File: config.mk
export PLATFORM = sky130hd
export DESIGN_NAME = led_status_serializer
export DESIGN_NICKNAME = d
export VERILOG_FILES = /design/src/hdl/led_serial_pkg.sv /design/src/hdl/led_status_serializer.sv
export SDC_FILE = /design/constraint.sdc
export NUM_CORES = 2
export LEC_CHECK = 0
export BUFFER_PORTS_ARGS = -buffer_cell sky130_fd_sc_hd__buf_2
export CAP_MARGIN = 20
export CORE_MARGIN = 8
export CORE_UTILIZATION = 60
export DETAILED_ROUTE_END_ITERATION = 8
export PLACE_DENSITY = 0.78
export SLEW_MARGIN = 5
export SYNTH_ARGS = -nofsm -noshare
export SYNTH_HDL_FRONTEND = slang
export SYNTH_SLANG_ARGS = --single-unit
export TNS_END_PERCENT = 20
File: constraint.sdc
create_clock -name ref_clk -period 36.8 [get_ports ref_clk]
set_clock_uncertainty 0.05 [all_clocks]
set_input_delay 0 -clock ref_clk [delete_from_list [all_inputs] [get_ports ref_clk]]
set_output_delay 0 -clock ref_clk [all_outputs]
set_load 0.01 [all_outputs]
File: src/hdl/led_serial_pkg.sv
// Constants shared by the status LED controller
package led_serial_pkg;
  localparam int PORTS = 4;
  localparam int LEDS_PER_PORT = 4;
  localparam int PINS = PORTS * LEDS_PER_PORT;
  localparam int REG_ADDR_W = 4;
  localparam int REG_DATA_W = 16;
  // Register offsets; mode and behaviour registers take one offset per port
  localparam logic [3:0] MODE_OFS = 4'h0;
  localparam logic [3:0] BEHAV_OFS = 4'h4;
  localparam logic [3:0] EXT_CTRL_OFS = 4'h8;
  localparam logic [3:0] POLARITY_OFS = 4'h9;
  localparam logic [3:0] DRIVE_OFS = 4'ha;
  localparam logic [3:0] SWAP_OFS = 4'hb;
  localparam logic [3:0] STATE_OFS = 4'hc;
  // Field positions
  localparam int MODE_FIELD_W = 4;
  localparam int COMBINE_LSB = 0;
  localparam int STRETCH_LSB = 4;
  localparam int RATE_LSB = 8;
  localparam int EXT_EN_LSB = 12;
  localparam int BOOT_BLINK_BIT = 11;
  localparam int PULSE_EN_BIT = 4;
  localparam int PULSE_FREQ_LSB = 2;
  localparam int PULSE_WIDTH_LSB = 0;
  localparam int POLARITY_LSB = 10;
  localparam int DRIVE_BIT = 9;
  localparam int SWAP_BIT = 0;
  // Reset values
  localparam logic [15:0] MODE_RESET = 16'h0000;
  localparam logic [15:0] BEHAV_RESET = 16'h000f;
  localparam logic [15:0] EXT_CTRL_RESET = 16'h0801;
  localparam logic [15:0] POLARITY_RESET = 16'h0000;
  localparam logic [15:0] DRIVE_RESET = 16'h0200;
  localparam logic [15:0] SWAP_RESET = 16'h0000;
  // Mode codes; TX and RX activity also reach first LED pins as extended codes 23 and 24
  localparam logic [4:0] MODE_LINK_ACT = 5'h00;
  localparam logic [4:0] MODE_L1000_ACT = 5'h01;
  localparam logic [4:0] MODE_L100_ACT = 5'h02;
  localparam logic [4:0] MODE_L10_ACT = 5'h03;
  localparam logic [4:0] MODE_L100_1000 = 5'h04;
  localparam logic [4:0] MODE_L10_1000 = 5'h05;
  localparam logic [4:0] MODE_L10_100 = 5'h06;
  localparam logic [4:0] MODE_RSVD_A = 5'h07;
  localparam logic [4:0] MODE_DUPLEX_COL = 5'h08;
  localparam logic [4:0] MODE_COLLISION = 5'h09;
  localparam logic [4:0] MODE_ACTIVITY = 5'h0a;
  localparam logic [4:0] MODE_RSVD_B = 5'h0b;
  localparam logic [4:0] MODE_ANEG_FAULT = 5'h0c;
  localparam logic [3:0] MODE_SERIAL = 4'hd;
  localparam logic [4:0] MODE_FORCE_OFF = 5'h0e;
  localparam logic [4:0] MODE_FORCE_ON = 5'h0f;
  localparam logic [4:0] MODE_L1000X = 5'h10;
  localparam logic [4:0] MODE_L100FX = 5'h11;
  localparam logic [4:0] MODE_ACT_1000X = 5'h12;
  localparam logic [4:0] MODE_ACT_100FX = 5'h13;
  localparam logic [4:0] MODE_X_FORCE_OFF = 5'h14;
  localparam logic [4:0] MODE_X_FORCE_ON = 5'h15;
  localparam logic [4:0] MODE_TX_ACT = 5'h17;
  localparam logic [4:0] MODE_RX_ACT = 5'h18;
  // Serial stream
  localparam int SLOTS_PER_PORT = 12;
  localparam int SLOTS = PORTS * SLOTS_PER_PORT;
  localparam int SER_HALF_CYC = 8;
  localparam int ANEG_SLOT = 11;
  // Timing at the core clock
  localparam int CLK_HZ = 40_000_000;
  localparam int BASE_TICK_US = 25_000;
  localparam int BASE_TICK_CYC = BASE_TICK_US * (CLK_HZ / 1_000_000);
  localparam int BOOT_BLINK_MS = 1000;
  localparam int BOOT_TICKS = BOOT_BLINK_MS * 1000 / BASE_TICK_US;
  localparam int PULSE_HZ = 5000;
  localparam int PULSE_PERIOD_CYC = CLK_HZ / PULSE_HZ;
  localparam int PULSE_STEP_PCT = 10;
  localparam int PULSE_STEP_CYC = PULSE_PERIOD_CYC * PULSE_STEP_PCT / 100;
  typedef enum logic [2:0] {
    SER_IDLE = 3'b001,
    SER_LOW = 3'b010,
    SER_HIGH = 3'b100
  } ser_state_type;
endpackage : led_serial_pkg

File: src/hdl/led_status_serializer.sv
// Per-port status LED controller with serial status stream
//
// Operation
// - Port 0 first LED mode field 0xD selects serial mode.
// - Serial mode puts data on port 0 first LED, clock on second.
// - All other LED pins keep their own modes during serial mode.
// - Frames hold 48 bits, each stable across the serial clock rise.
// - Each port's first LED combine and blink/stretch govern its serial bits.
// - Twelve slots per port, ports in order (reversed when swap bit 0 is set), fixed signal order within.
// - Bits 15..12 switch each first LED pin into the extended mode set.
// - Extended effective mode is sixteen plus the four-bit field.
// - Modes 16, 17 assert for 1000BASE-X and 100BASE-FX links.
// - Modes 18, 19 blink or stretch on fibre activity, else off.
// - Mode 20 forces off, 21 forces on without pulsing, 22 reserved.
// - Global swap bit 0 reverses the port order of LED mapping.
// - Combine, or an activity-only mode, shows primary and blinks on secondary; otherwise primary only.
// - Blink toggles with equal on and off halves.
// - Stretch holds on and off states at least the programmed period.
// - Blink rates 2.5, 5, 10 or 20 Hz.
// - Stretch lengths 50, 100, 200 or 400 ms.
// - Port 0 rate selection applies to every pin; others ignored.
// - Pulsing drives asserted LEDs at 5 kHz, 20 percent duty.
// - LEDs not in a force mode blink one second after reset unless bit 11 is cleared.
// - Pulse width and repetition frequency are programmable.
// - LEDs are active low by default; bits 13..10 invert polarity.
// - Drive bit 9 tristates inactive LEDs when set, else drives them at their inactive level.
`timescale 1ns/1ps
`default_nettype none
module led_status_serializer #(
  parameter int BASE_TICK_CYC = led_serial_pkg::BASE_TICK_CYC,
  parameter int SER_HALF_CYC = led_serial_pkg::SER_HALF_CYC
) (
  input wire logic ref_clk,
  input wire logic reset,
  input wire logic [led_serial_pkg::REG_ADDR_W-1:0] reg_addr,
  input wire logic [led_serial_pkg::REG_DATA_W-1:0] reg_wdata,
  input wire logic reg_wr,
  input wire logic reg_rd,
  output logic [led_serial_pkg::REG_DATA_W-1:0] reg_rdata,
  input wire logic [3:0] link1000,
  input wire logic [3:0] link100,
  input wire logic [3:0] link10,
  input wire logic [3:0] link_1000x,
  input wire logic [3:0] link_100fx,
  input wire logic [3:0] full_duplex,
  input wire logic [3:0] collision,
  input wire logic [3:0] tx_activity,
  input wire logic [3:0] rx_activity,
  input wire logic [3:0] activity_1000x,
  input wire logic [3:0] activity_100fx,
  input wire logic [3:0] aneg_fault,
  output logic [led_serial_pkg::PINS-1:0] led_out,
  output logic [led_serial_pkg::PINS-1:0] led_oe
);
  localparam int TICK_W = $clog2(BASE_TICK_CYC + 1);
  localparam int HALF_W = $clog2(SER_HALF_CYC + 1);
  localparam int NPIN = led_serial_pkg::PINS;

  // Data change and clock rise are both two registers late, so three cycles keep setup
  generate
    if (SER_HALF_CYC < 3 || BASE_TICK_CYC < 2) begin : g_bad_param
      $error("led_status_serializer: SER_HALF_CYC >= 3 and BASE_TICK_CYC >= 2 required");
    end
  endgenerate

  // Returns {primary, secondary, activity_only, no_pulse}
  function automatic logic [3:0] mode_terms(input logic [4:0] mode, input logic [4:0] lnk,
                                            input logic fd, input logic fault,
                                            input logic [4:0] act);
    logic any_link;
    logic trx;
    logic [3:0] t;
    any_link = |lnk;
    trx = act[1] | act[2];
    t = 4'h0;
    case (mode)
      led_serial_pkg::MODE_LINK_ACT: t = {any_link, any_link & trx, 2'b00};
      led_serial_pkg::MODE_L1000_ACT: t = {lnk[0], lnk[0] & trx, 2'b00};
      led_serial_pkg::MODE_L100_ACT: t = {lnk[1], lnk[1] & trx, 2'b00};
      led_serial_pkg::MODE_L10_ACT: t = {lnk[2], lnk[2] & trx, 2'b00};
      led_serial_pkg::MODE_L100_1000: t = {|lnk[1:0], (|lnk[1:0]) & trx, 2'b00};
      led_serial_pkg::MODE_L10_1000: t = {lnk[2] | lnk[0], (lnk[2] | lnk[0]) & trx, 2'b00};
      led_serial_pkg::MODE_L10_100: t = {|lnk[2:1], (|lnk[2:1]) & trx, 2'b00};
      led_serial_pkg::MODE_DUPLEX_COL: t = {any_link & fd, any_link & ~fd & act[0], 2'b00};
      led_serial_pkg::MODE_COLLISION: t = {1'b0, act[0], 2'b10};
      led_serial_pkg::MODE_ACTIVITY: t = {1'b0, trx, 2'b10};
      led_serial_pkg::MODE_ANEG_FAULT: t = {fault, 3'b000};
      led_serial_pkg::MODE_FORCE_ON: t = 4'b1000;
      led_serial_pkg::MODE_L1000X: t = {lnk[3], 3'b000};
      led_serial_pkg::MODE_L100FX: t = {lnk[4], 3'b000};
      led_serial_pkg::MODE_ACT_1000X: t = {1'b0, act[3], 2'b10};
      led_serial_pkg::MODE_ACT_100FX: t = {1'b0, act[4], 2'b10};
      led_serial_pkg::MODE_X_FORCE_ON: t = 4'b1001;
      led_serial_pkg::MODE_TX_ACT: t = {1'b0, act[1], 2'b10};
      led_serial_pkg::MODE_RX_ACT: t = {1'b0, act[2], 2'b10};
      default: t = 4'h0; // Reserved, force off and serial codes stay de-asserted
    endcase
    return t;
  endfunction : mode_terms

  // Returns {asserted, no_pulse}
  function automatic logic [1:0] led_eval(input logic [4:0] mode, input logic [4:0] lnk,
                                          input logic fd, input logic fault,
                                          input logic [4:0] act_raw, input logic [4:0] act_str,
                                          input logic combine, input logic stretch,
                                          input logic blink);
    logic [3:0] tr;
    logic [3:0] ts;
    logic ce;
    logic secx;
    logic on;
    tr = mode_terms(mode, lnk, fd, fault, act_raw);
    ts = mode_terms(mode, lnk, fd, fault, act_str);
    ce = combine | tr[1];
    secx = stretch ? ts[2] : tr[2];
    // A lit link LED goes dark for a stretched burst so the stretch stays visible
    on = (tr[3] & ~(ce & secx)) | (ce & secx & (stretch ? ~tr[3] : blink));
    return {on, tr[0]};
  endfunction : led_eval

  function automatic logic is_forced(input logic [4:0] mode);
    return mode == led_serial_pkg::MODE_FORCE_OFF || mode == led_serial_pkg::MODE_FORCE_ON ||
           mode == led_serial_pkg::MODE_X_FORCE_OFF || mode == led_serial_pkg::MODE_X_FORCE_ON;
  endfunction : is_forced

  function automatic logic [4:0] slot_mode(input logic [3:0] pos);
    logic [4:0] m;
    case (pos)
      4'h0: m = led_serial_pkg::MODE_LINK_ACT;
      4'h1: m = led_serial_pkg::MODE_L1000_ACT;
      4'h2: m = led_serial_pkg::MODE_L100_ACT;
      4'h3: m = led_serial_pkg::MODE_L10_ACT;
      4'h5: m = led_serial_pkg::MODE_DUPLEX_COL;
      4'h6: m = led_serial_pkg::MODE_COLLISION;
      4'h7: m = led_serial_pkg::MODE_ACTIVITY;
      4'h9: m = led_serial_pkg::MODE_TX_ACT;
      4'ha: m = led_serial_pkg::MODE_RX_ACT;
      4'hb: m = led_serial_pkg::MODE_ANEG_FAULT;
      default: m = led_serial_pkg::MODE_RSVD_A;
    endcase
    return m;
  endfunction : slot_mode

  // Registers
  logic [15:0] mode_reg [4];
  logic [15:0] behav_reg [4];
  logic [15:0] ext_ctrl_reg;
  logic [15:0] polarity_reg;
  logic [15:0] drive_reg;
  logic [15:0] swap_reg;
  logic [NPIN-1:0] led_state_reg;
  logic [15:0] read_next;

  always_ff @(posedge ref_clk or posedge reset) begin
    if (reset) begin
      for (int p = 0; p < 4; p++) begin
        mode_reg[p] <= led_serial_pkg::MODE_RESET;
        behav_reg[p] <= led_serial_pkg::BEHAV_RESET;
      end
      ext_ctrl_reg <= led_serial_pkg::EXT_CTRL_RESET;
      polarity_reg <= led_serial_pkg::POLARITY_RESET;
      drive_reg <= led_serial_pkg::DRIVE_RESET;
      swap_reg <= led_serial_pkg::SWAP_RESET;
    end else if (reg_wr) begin
      for (int p = 0; p < 4; p++) begin
        if (reg_addr == led_serial_pkg::MODE_OFS + 4'(p)) begin
          mode_reg[p] <= reg_wdata;
        end
        if (reg_addr == led_serial_pkg::BEHAV_OFS + 4'(p)) begin
          behav_reg[p] <= reg_wdata;
        end
      end
      if (reg_addr == led_serial_pkg::EXT_CTRL_OFS) begin
        ext_ctrl_reg <= reg_wdata;
      end
      if (reg_addr == led_serial_pkg::POLARITY_OFS) begin
        polarity_reg <= reg_wdata;
      end
      if (reg_addr == led_serial_pkg::DRIVE_OFS) begin
        drive_reg <= reg_wdata;
      end
      if (reg_addr == led_serial_pkg::SWAP_OFS) begin
        swap_reg <= reg_wdata;
      end
    end
  end

  always_comb begin
    read_next = 16'h0000;
    for (int p = 0; p < 4; p++) begin
      if (reg_addr == led_serial_pkg::MODE_OFS + 4'(p)) begin
        read_next = mode_reg[p];
      end
      if (reg_addr == led_serial_pkg::BEHAV_OFS + 4'(p)) begin
        read_next = behav_reg[p];
      end
    end
    case (reg_addr)
      led_serial_pkg::EXT_CTRL_OFS: read_next = ext_ctrl_reg;
      led_serial_pkg::POLARITY_OFS: read_next = polarity_reg;
      led_serial_pkg::DRIVE_OFS: read_next = drive_reg;
      led_serial_pkg::SWAP_OFS: read_next = swap_reg;
      led_serial_pkg::STATE_OFS: read_next = led_state_reg;
      default: ;
    endcase
  end

  always_ff @(posedge ref_clk or posedge reset) begin
    if (reset) begin
      reg_rdata <= 16'h0000;
    end else begin
      reg_rdata <= reg_rd ? read_next : 16'h0000;
    end
  end

  // Time base: one tick per 25 ms drives blink, stretch and the boot blink
  logic [TICK_W-1:0] tick_cnt_reg;
  logic tick;
  logic [3:0] tick_phase_reg;
  logic [1:0] rate;
  logic blink;
  assign tick = tick_cnt_reg == TICK_W'(BASE_TICK_CYC - 1);
  assign rate = behav_reg[0][led_serial_pkg::RATE_LSB +: 2];
  assign blink = tick_phase_reg[rate];

  always_ff @(posedge ref_clk or posedge reset) begin
    if (reset) begin
      tick_cnt_reg <= '0;
      tick_phase_reg <= 4'h0;
    end else begin
      tick_cnt_reg <= tick ? '0 : tick_cnt_reg + 1'b1;
      if (tick) begin
        tick_phase_reg <= tick_phase_reg + 4'h1;
      end
    end
  end

  // Boot blink runs from reset release; clearing the enable ends it at once
  logic [5:0] boot_cnt_reg;
  logic boot_active;
  assign boot_active = boot_cnt_reg != 6'h00 && ext_ctrl_reg[led_serial_pkg::BOOT_BLINK_BIT];

  always_ff @(posedge ref_clk or posedge reset) begin
    if (reset) begin
      boot_cnt_reg <= 6'(led_serial_pkg::BOOT_TICKS);
    end else if (tick && boot_cnt_reg != 6'h00) begin
      boot_cnt_reg <= boot_cnt_reg - 6'h01;
    end
  end

  // Low-duty pulse waveform
  logic [15:0] pulse_cnt_reg;
  logic [15:0] pulse_period;
  logic [15:0] pulse_high;
  logic pulse_on;
  logic pulse_en;
  assign pulse_en = ext_ctrl_reg[led_serial_pkg::PULSE_EN_BIT];
  assign pulse_period = 16'(led_serial_pkg::PULSE_PERIOD_CYC)
                        << ext_ctrl_reg[led_serial_pkg::PULSE_FREQ_LSB +: 2];
  assign pulse_high = 16'(16'(led_serial_pkg::PULSE_STEP_CYC)
                      * (16'(ext_ctrl_reg[led_serial_pkg::PULSE_WIDTH_LSB +: 2]) + 16'h1))
                      << ext_ctrl_reg[led_serial_pkg::PULSE_FREQ_LSB +: 2];
  assign pulse_on = pulse_cnt_reg < pulse_high;

  always_ff @(posedge ref_clk or posedge reset) begin
    if (reset) begin
      pulse_cnt_reg <= 16'h0000;
    end else begin
      pulse_cnt_reg <= (pulse_cnt_reg >= pulse_period - 16'h1) ? 16'h0000 : pulse_cnt_reg + 16'h1;
    end
  end

  // Per-port status and pulse stretchers on {100fx, 1000x, rx, tx, collision}
  logic [4:0] lnk_v [4];
  logic [4:0] act_raw [4];
  logic [4:0] act_str [4];
  logic [4:0] stretch_len;
  assign stretch_len = 5'(6'h02 << rate) + 5'h01;

  for (genvar p = 0; p < 4; p++) begin : g_port
    assign lnk_v[p] = {link_100fx[p], link_1000x[p], link10[p], link100[p], link1000[p]};
    assign act_raw[p] = {activity_100fx[p], activity_1000x[p], rx_activity[p], tx_activity[p],
                         collision[p]};
    for (genvar s = 0; s < 5; s++) begin : g_stretch
      logic str_reg;
      logic seen_reg;
      logic [4:0] hold_reg;
      assign act_str[p][s] = str_reg;
      always_ff @(posedge ref_clk or posedge reset) begin
        if (reset) begin
          str_reg <= 1'b0;
          seen_reg <= 1'b0;
          hold_reg <= 5'h00;
        end else begin
          // Short bursts during a dark hold are remembered, not lost
          if (hold_reg == 5'h00 && !str_reg && (act_raw[p][s] || seen_reg)) begin
            str_reg <= 1'b1;
            hold_reg <= stretch_len;
            seen_reg <= 1'b0;
          end else if (hold_reg == 5'h00 && str_reg && !act_raw[p][s]) begin
            str_reg <= 1'b0;
            hold_reg <= stretch_len;
          end else begin
            if (tick && hold_reg != 5'h00) begin
              hold_reg <= hold_reg - 5'h01;
            end
            if (act_raw[p][s] && !str_reg) begin
              seen_reg <= 1'b1;
            end
          end
        end
      end
    end
  end

  // Pin evaluation
  logic swap;
  logic serial_mode;
  logic [NPIN-1:0] pin_active;
  logic [NPIN-1:0] pin_assert;
  assign swap = swap_reg[led_serial_pkg::SWAP_BIT];
  assign serial_mode = mode_reg[0][3:0] == led_serial_pkg::MODE_SERIAL
                       && !ext_ctrl_reg[led_serial_pkg::EXT_EN_LSB];

  for (genvar i = 0; i < NPIN; i++) begin : g_pin
    localparam int PP = i / 4;
    localparam int LL = i % 4;
    logic [1:0] lp;
    logic [4:0] mode;
    logic [1:0] ev;
    assign lp = swap ? 2'(3 - PP) : 2'(PP);
    assign mode = {(LL == 0) ? ext_ctrl_reg[led_serial_pkg::EXT_EN_LSB + lp] : 1'b0,
                   mode_reg[lp][LL * 4 +: 4]};
    assign ev = led_eval(mode, lnk_v[lp], full_duplex[lp], aneg_fault[lp], act_raw[lp],
                         act_str[lp], behav_reg[lp][led_serial_pkg::COMBINE_LSB + LL],
                         behav_reg[lp][led_serial_pkg::STRETCH_LSB + LL], blink);
    assign pin_assert[i] = ev[1];
    assign pin_active[i] = (boot_active && !is_forced(mode)) ? blink
                           : ev[1] & (pulse_on | ~pulse_en | ev[0]);
  end

  always_ff @(posedge ref_clk or posedge reset) begin
    if (reset) begin
      led_state_reg <= '0;
    end else begin
      led_state_reg <= pin_assert;
    end
  end

  // Serializer: data settles in the low half, receiver samples on the rise
  led_serial_pkg::ser_state_type ser_state_reg;
  led_serial_pkg::ser_state_type ser_state_next;
  logic [HALF_W-1:0] half_cnt_reg;
  logic [1:0] slot_port_reg;
  logic [3:0] slot_pos_reg;
  logic ser_clk_reg;
  logic ser_data_reg;
  logic half_done;
  logic [1:0] sp;
  logic [1:0] slot_ev;
  logic slot_bit;
  assign half_done = half_cnt_reg == HALF_W'(SER_HALF_CYC - 1);
  assign sp = swap ? 2'd3 - slot_port_reg : slot_port_reg;
  assign slot_ev = led_eval(slot_mode(slot_pos_reg), lnk_v[sp], full_duplex[sp], aneg_fault[sp],
                            act_raw[sp], act_str[sp],
                            behav_reg[sp][led_serial_pkg::COMBINE_LSB],
                            behav_reg[sp][led_serial_pkg::STRETCH_LSB], blink);
  assign slot_bit = (slot_pos_reg == 4'(led_serial_pkg::ANEG_SLOT) && slot_port_reg[1])
                    ? 1'b0 : slot_ev[1];

  always_comb begin
    ser_state_next = ser_state_reg;
    case (ser_state_reg)
      led_serial_pkg::SER_IDLE: begin
        if (serial_mode) begin
          ser_state_next = led_serial_pkg::SER_LOW;
        end
      end
      led_serial_pkg::SER_LOW: begin
        if (!serial_mode) begin
          ser_state_next = led_serial_pkg::SER_IDLE;
        end else if (half_done) begin
          ser_state_next = led_serial_pkg::SER_HIGH;
        end
      end
      led_serial_pkg::SER_HIGH: begin
        if (!serial_mode) begin
          ser_state_next = led_serial_pkg::SER_IDLE;
        end else if (half_done) begin
          ser_state_next = led_serial_pkg::SER_LOW;
        end
      end
      default: ser_state_next = led_serial_pkg::SER_IDLE;
    endcase
  end

  always_ff @(posedge ref_clk or posedge reset) begin
    if (reset) begin
      ser_state_reg <= led_serial_pkg::SER_IDLE;
      half_cnt_reg <= '0;
    end else begin
      ser_state_reg <= ser_state_next;
      half_cnt_reg <= (ser_state_next != ser_state_reg) ? '0 : half_cnt_reg + 1'b1;
    end
  end

  always_ff @(posedge ref_clk or posedge reset) begin
    if (reset) begin
      slot_port_reg <= 2'd0;
      slot_pos_reg <= 4'h0;
    end else if (ser_state_reg == led_serial_pkg::SER_IDLE) begin
      slot_port_reg <= 2'd0;
      slot_pos_reg <= 4'h0;
    end else if (ser_state_reg == led_serial_pkg::SER_HIGH && half_done) begin
      if (slot_pos_reg == 4'(led_serial_pkg::SLOTS_PER_PORT - 1)) begin
        slot_pos_reg <= 4'h0;
        slot_port_reg <= slot_port_reg + 2'd1; // Wraps after the 48th slot
      end else begin
        slot_pos_reg <= slot_pos_reg + 4'h1;
      end
    end
  end

  always_ff @(posedge ref_clk or posedge reset) begin
    if (reset) begin
      ser_clk_reg <= 1'b0;
      ser_data_reg <= 1'b0;
    end else begin
      ser_clk_reg <= ser_state_reg == led_serial_pkg::SER_HIGH;
      // Sampled once at the start of the low half so it is frozen over the rise
      if (ser_state_reg == led_serial_pkg::SER_LOW && half_cnt_reg == '0) begin
        ser_data_reg <= slot_bit;
      end
    end
  end

  // Pin drivers
  always_ff @(posedge ref_clk or posedge reset) begin
    if (reset) begin
      led_out <= '1;
      led_oe <= '0;
    end else begin
      for (int i = 0; i < NPIN; i++) begin
        // Active level is low unless the LED's polarity bit inverts it
        led_out[i] <= pin_active[i] ~^ polarity_reg[led_serial_pkg::POLARITY_LSB + (i % 4)];
        led_oe[i] <= pin_active[i] | ~drive_reg[led_serial_pkg::DRIVE_BIT];
      end
      if (serial_mode) begin
        led_out[0] <= ser_data_reg ~^ polarity_reg[led_serial_pkg::POLARITY_LSB];
        led_oe[0] <= 1'b1;
        led_out[1] <= ser_clk_reg;
        led_oe[1] <= 1'b1;
      end
    end
  end
endmodule : led_status_serializer
`default_nettype wire

# After elaboration in Yosys (flattened, before gate mapping)
# Memory sizes are Yosys's and may differ from the RTL's.
# Index checks and enable logic that the tools add are counted.
classes:
  addsub: 35
  mul: 1
  order_cmp: 17
  eq_ne: 282
  n_shift: 3
  muxes: 379
  bitwise_logic: 302
  n_reduce_logical: 413
ops:
  columns: ["op", "n"]
  rows:
  - ["4-bit case mux with 12 select lines", 12]
  - ["5-bit 2-to-1 mux", 92]
  - ["3-bit case mux with 12 select lines", 12]
  - ["4-bit case mux with 19 select lines", 5]
  - ["4-bit == test (second input constant)", 79]
  - ["16-bit binary-select mux with 2-bit select", 9]
  - ["16-bit 2-to-1 mux", 18]
  - ["3-bit case mux with 19 select lines", 5]
  - ["5-bit == test (second input constant)", 39]
  - ["5-bit zero test", 37]
  - ["1-bit 2-to-1 mux", 166]
  - ["4-bit by 3-bit == test with 1-bit output (second input constant)", 41]
  - ["1-bit bitwise AND", 157]
  - ["5-bit binary-select mux with 2-bit select", 15]
  - ["5-bit by 4-bit == test with 1-bit output (second input constant)", 29]
  - ["1-bit logical AND", 142]
  - ["4-bit by 2-bit == test with 1-bit output (second input constant)", 26]
  - ["5-bit nonzero test", 20]
  - ["5-bit by 1-bit subtractor with 5-bit output (second input constant)", 20]
  - ["2-bit nonzero test", 42]
  - ["1-bit bitwise OR", 82]
  - ["16-bit case mux with 5 select lines", 1]
  - ["5-bit by 3-bit == test with 1-bit output (second input constant)", 15]
  - ["2-bit AND reduction", 33]
  - ["other kinds (46)", 335]
totals:
  ff_bits: 457
  mem_bits_ro: 80
  wordCells: 1519
  mem_count: 1
memory_table:
  columns: ["memory", "depth", "width", "rd", "rd_ports_with_merged_regs", "wr", "line_no", "rtl"]
  rows:
  - ["(no name shown)", 16, 5, 1, 0, 0, "led_status_serializer.sv:128", "case (pos)"]

# Logic depth before layout (Yosys ltp)
logic_depth:
  word_depth: 18
  ltp_mapped: 19
  ltp_nobuf: 17

# Least setup slack after synthesis
# Ideal clock, no wire load.
synth_timing:
  path_type: "register to register"
  start: "register ext_ctrl_reg[0]"
  end: "register led_out[11] (netlist name)"
  setup_time_ns: 0.089
  t_arrival_ns: 3.734
  required_time_ns: 36.661
  slack_ns: 32.927
  stages_incl_launch_ff: 17
  path_buffers: 2
  period_less_slack_ns: 3.873
  cell_sequence: "dfstp_2 > clkbuf_1 > inv_1 > ha_1 > inv_1 > a211o_1 > o21ai_0 > ha_1 > a21o_1 > a2111oi_0 > a21oi_1 > o31ai_1 > clkbuf_1 > nand2_1 > o31ai_1 > a21oi_1 > xor2_1"
synth_between:
  elab_chain_cells: 9
synth_rtl:
  columns: ["element", "line_no", "rtl"]
  rows:
  - ["start: declaration", "led_status_serializer.sv:147", "logic [15:0] ext_ctrl_reg;"]
  - ["start signal: assignment", "led_status_serializer.sv:160", "ext_ctrl_reg <= led_serial_pkg::EXT_CTRL_RESET;"]
  - ["start signal: assignment", "led_status_serializer.sv:174", "ext_ctrl_reg <= reg_wdata;"]
  - ["2-bit by 1-bit adder with 3-bit output", "led_status_serializer.sv:261", "* (16'(ext_ctrl_reg[led_serial_pkg::PULSE_WIDTH_LSB +: 2]) + 16'h1))"]
  - ["5-bit by 3-bit multiplier with 8-bit output", "led_status_serializer.sv:261", null]
  - ["13-bit by 2-bit left shift with 16-bit output", "led_status_serializer.sv:260", "assign pulse_high = 16'(16'(led_serial_pkg::PULSE_STEP_CYC)"]
  - ["16-bit < comparator", "led_status_serializer.sv:263", "assign pulse_on = pulse_cnt_reg < pulse_high;"]
  - ["1-bit bitwise OR (2 in a row)", "led_status_serializer.sv:339", ": ev[1] & (pulse_on | ~pulse_en | ev[0]);"]
  - ["1-bit bitwise AND", "led_status_serializer.sv:339", null]
  - ["1-bit 2-to-1 mux", "led_status_serializer.sv:338", "assign pin_active[i] = (boot_active && !is_forced(mode)) ? blink"]
  - ["1-bit XNOR", "led_status_serializer.sv:445", "led_out[i] <= pin_active[i] ~^ polarity_reg[led_serial_pkg::POLARITY_LSB + (i % 4)];"]
  - ["end signal: indexed assignment", "led_status_serializer.sv:445", null]
  - ["end: declaration", "led_status_serializer.sv:52", "output logic [led_serial_pkg::PINS-1:0] led_out,"]
# Every way passes these cells.
# A chain may end at the register's enable or synchronous reset.

# Final worst setup path
layout_timing:
  start: "register swap_reg[0]"
  end: "register led_out[4] (netlist name)"
layout_between:
  elab_chain_cells: 17
layout_rtl:
  columns: ["element", "line_no", "rtl"]
  rows:
  - ["start: declaration", "led_status_serializer.sv:150", "logic [15:0] swap_reg;"]
  - ["start signal: assignment", "led_status_serializer.sv:163", "swap_reg <= led_serial_pkg::SWAP_RESET;"]
  - ["start signal: assignment", "led_status_serializer.sv:183", "swap_reg <= reg_wdata;"]
  - ["2-bit 2-to-1 mux (*)", "led_status_serializer.sv:331", "assign lp = swap ? 2'(3 - PP) : 2'(PP);"]
  - ["branches (longest 14 deep; another with 4-bit by 2-bit adder with 5-bit output)", null, null]
  - ["1-bit 2-to-1 mux (*)", "led_status_serializer.sv:338", null]
  - ["1-bit XNOR (*)", "led_status_serializer.sv:445", null]
# Mark *: on every way between the ends. The select of a mux whose other input is x is not followed.

==> metrics.txt <==
Critical Path End Type flop; routability congestion estimate from global placement approximately 0.99; setup slack of the worst register-to-register path 31760 ps; area of the core ~50000 µm²; synthesis-stage register bit count ~460; H-tree depth 2; Layout Area Growth over Synthesis 9.86%; highest achievable clock rate approximately 200 MHz; Util after Layout between 60% and 70%; worst slack at placement around 32000 ps; number of post-CTS setup repair buffers 0; Post-synth EDFFs 0; share of flip-flops with an asynchronous set or reset 100%; destination of the worst register-to-register timing path led_out[4]; leakage power figure approximately 14 nW; std cell rows between 80 and 90; cell at the root of the clock tree clkbuf_16; syn_area_per_cell roughly 9.1 µm²; CP Launch Point swap_reg[0]; kind of start point of the critical path flop; total number of clock tree sinks between 400 and 500; average vias per placed instance slightly below 7; top cell type by total area after synthesis dfrtp_1; final std cell area, no fill ~33000 µm²; half-perimeter wire length after placement 76.7 mm; Post-CTS Resized 0; min setup slack post-route roughly 32000 ps; top cell type's share of synthesized area 34.6%; global routing usage summed across all routing layers a little over a third; maximum fanout encountered on the critical timing path 153; number of global-route vias before repair between 20k and 30k; Routed WL approximately 110 mm; slew at the pin with the worst max-slew slack about 1100 ps; largest stage delay on the critical path approximately 860 ps; average wire length per cell after detail routing between 20 and 30 µm; post-synthesis cell count 3316; drt drc 0; routing layer with the top usage in global route met2; Power per Cell Area slightly below 60 nW/µm²; fraction of layout instances using a drive strength above 1 between 10% and 20%; number of pins with negative max-slew slack in the final report 0; final hold violations 0; TritonCTS clock tree yes; maximum capacitance violations 0; number of buffer cells added on primary ports 119; maximum number of pins on one net before global-route repair 154; clock transition at the registers of the reported paths roughly 60 ps; drt pass-1 iters 6; initial antenna violation count 11; most common flop cell mapped by yosys dfrtp_1; standard cell area after detailed placement about 31000 µm²; post-layout power between 1.5 and 2 mW; Worst R2R Path Depth 12; synth unique cells between 90 and 100; biggest area contributors in the synthesized netlist dfrtp_1, mux2_2, a21oi_1; Die Outline Area around 58000 µm²; crit path kind flop to flop; largest vdd supply drop ~0.048 mV; startpoint of the most critical register-to-register path swap_reg[0]; Worst path slowest cell buf_4; outcome complete, no violations; count of fill cells added during filler insertion a little under 4k; Synthesized Nets 3447; Sum Neg Setup Slack 0 ps; count of hold-fix buffers inserted at cts 38; Num CTS Buffers 51; flip-flop count of the largest register after layout 100; shortest clock period the worst path allows after layout 5040 ps; Remaining Overflow, GRT 0; Die Ht 241 µm; Synth Warn # 0; post-route clock period utilization a little over an eighth; total number of vias roughly 28k; critical path arrival around 5500 ps; Worst EP required around 37000 ps; first-pass GRT wire length between 150 and 200 mm; met3 global-route usage 10.6%; # IOs 120; initial standard-cell utilization of the core between 60% and 70%; met1 track demand over resource in global routing about 49%; Hold/Removal Path Class primary input to asynchronous set/reset pin; Final Setup Violations 0; First DRT Iteration DRCs between 3k and 4k; Die X-Extent roughly 240 µm; maximum clock insertion buffer count 3; Max-slew headroom 28.4%; post-synthesis sequential area ratio between 30% and 40%; post-synthesis instance area roughly 30000 µm²; CP Cell Sequence buf_12, buf_4, nor2b_1, and4_1, a22o_1, nor4b_1, a22oi_1, o211ai_1, mux2_1, a2bb2oi_1, o21ai_1, xnor2_1; Skew-Pair Late Insertion Delay 600 ps; DRT antenna net count 0; met2 capacity usage during global routing 55.3%; net total in the final layout about 3.5k; unrepaired setup endpoints after global routing no
[where the power goes]
part	internal [mW]	total, mW	switching, mW
clock	0.320	0.541	0.221
combinational	0.284	0.706	0.422
sequential	0.593	0.731	0.138
total	1.20	1.98	0.780
[worst max-delay path, delay by kind of cell (launching register included)]
| kind | cells | cell delay [ps] |
|---|---|---|
| buffers and inverters | 2 | 1400 |
| AO/OA/AOI/OAI | 5 | 1000 |
| AND/OR/NAND/NOR | 3 | 950 |
| flip-flops | 1 | 790 |
| multiplexers | 1 | 380 |
| XOR/XNOR | 1 | 140 |
[layer usage]
metal,share of wire (%),routed length [µm]
met2,44,48000
met5,0.033,36
met4,4.7,5100
met3,12,13000
met1,39,42700
[cells in the mapped netlist, types with 50 or more instances]
cell type	n
o21ai_0	204
xor2_1	50
dfrtp_1	419
a22oi_1	67
a21oi_1	270
nor3_1	110
a31oi_1	53
ha_1	59
clkbuf_1	138
mux2i_1	123
xnor2_1	66
nand3_1	89
nor2_1	300
inv_1	104
mux2_2	256
nand2_1	292
[how the worst max path moves through the flow]
stage	slack, ps	to	depth (start not counted)
2_1_floorplan	24070	behav_reg[10]	1
3_3_place_gp	32000	led_out[4]	12
3_5_place_dp	31920	led_out[4]	12
4_1_cts	31920	led_out[4]	12
5_1_grt	31470	led_out[4]	12
6_report	31760	led_out[4]	12
[cell families (layout without fill, tap and decap cells)]
group                    count (synthesis)  count (layout)  synth area share [%]
AND/OR/NAND/NOR                       1023            1023                  16.0
AO/OA/AOI/OAI                          936             936                  19.8
flip-flops                             457             457                  37.9
multiplexers                           417             417                  15.9
buffers and inverters                  305             391                  4.49
XOR/XNOR                               119             119                  3.53
adder cells (fa/ha/maj)                 59              59                  2.44
other                                    0               6                     0
[layout make-up]
| cell class | count | area [µm²] | area share, % |
|---|---|---|---|
| multi-input combinational | 2554 | 17500 | 52.6 |
| sequential | 457 | 11500 | 34.5 |
| clock buffer | 73 | 1460 | 4.38 |
| timing repair buffer | 190 | 1280 | 3.85 |
| tap | 672 | 841 | 2.52 |
| inverter | 106 | 405 | 1.22 |
| clock inverter | 22 | 305 | 0.917 |
| antenna | 6 | 15.0 | 0.0451 |
[stage by stage]
step / instances / hold slack (ps)
after detailed placement: 3938 / 113
after global routing: 4079 / 111
final: 4080 / 15.4
after global placement: 3937 / 96.2
after floorplan: 3316 / 101
after CTS: 4071 / 30.0
[cells in the final DEF, fill, tap and decap left out, drive strengths merged, types with 16 or more instances in the layout]
| cell | synthesis | final |
|---|---|---|
| dfrtp | 419 | 419 |
| nor2 | 300 | 300 |
| nand2 | 292 | 292 |
| a21oi | 274 | 274 |
| mux2 | 261 | 261 |
| o21ai | 231 | 231 |
| buf | 61 | 152 |
| mux2i | 136 | 136 |
| nor3 | 111 | 111 |
| inv | 105 | 108 |
| nand3 | 89 | 89 |
| clkbuf | 138 | 73 |
| a22oi | 67 | 67 |
| xnor2 | 67 | 67 |
| ha | 59 | 59 |
| a31oi | 54 | 54 |
| xor2 | 51 | 51 |
| dfstp | 38 | 38 |
| dlygate4sd3 | 0 | 38 |
| a221oi | 32 | 32 |
| nor2b | 31 | 31 |
| a211oi | 29 | 29 |
| o211ai | 28 | 28 |
| o22ai | 28 | 28 |
| and3 | 27 | 27 |
| nand2b | 26 | 26 |
| a311oi | 25 | 25 |
| nor3b | 22 | 22 |
| mux4 | 20 | 20 |
| and2 | 18 | 18 |
| nor4 | 18 | 18 |
| a21o | 17 | 17 |
| o31ai | 17 | 17 |
| o21a | 16 | 16 |
(Power assumes the default switching activity.)
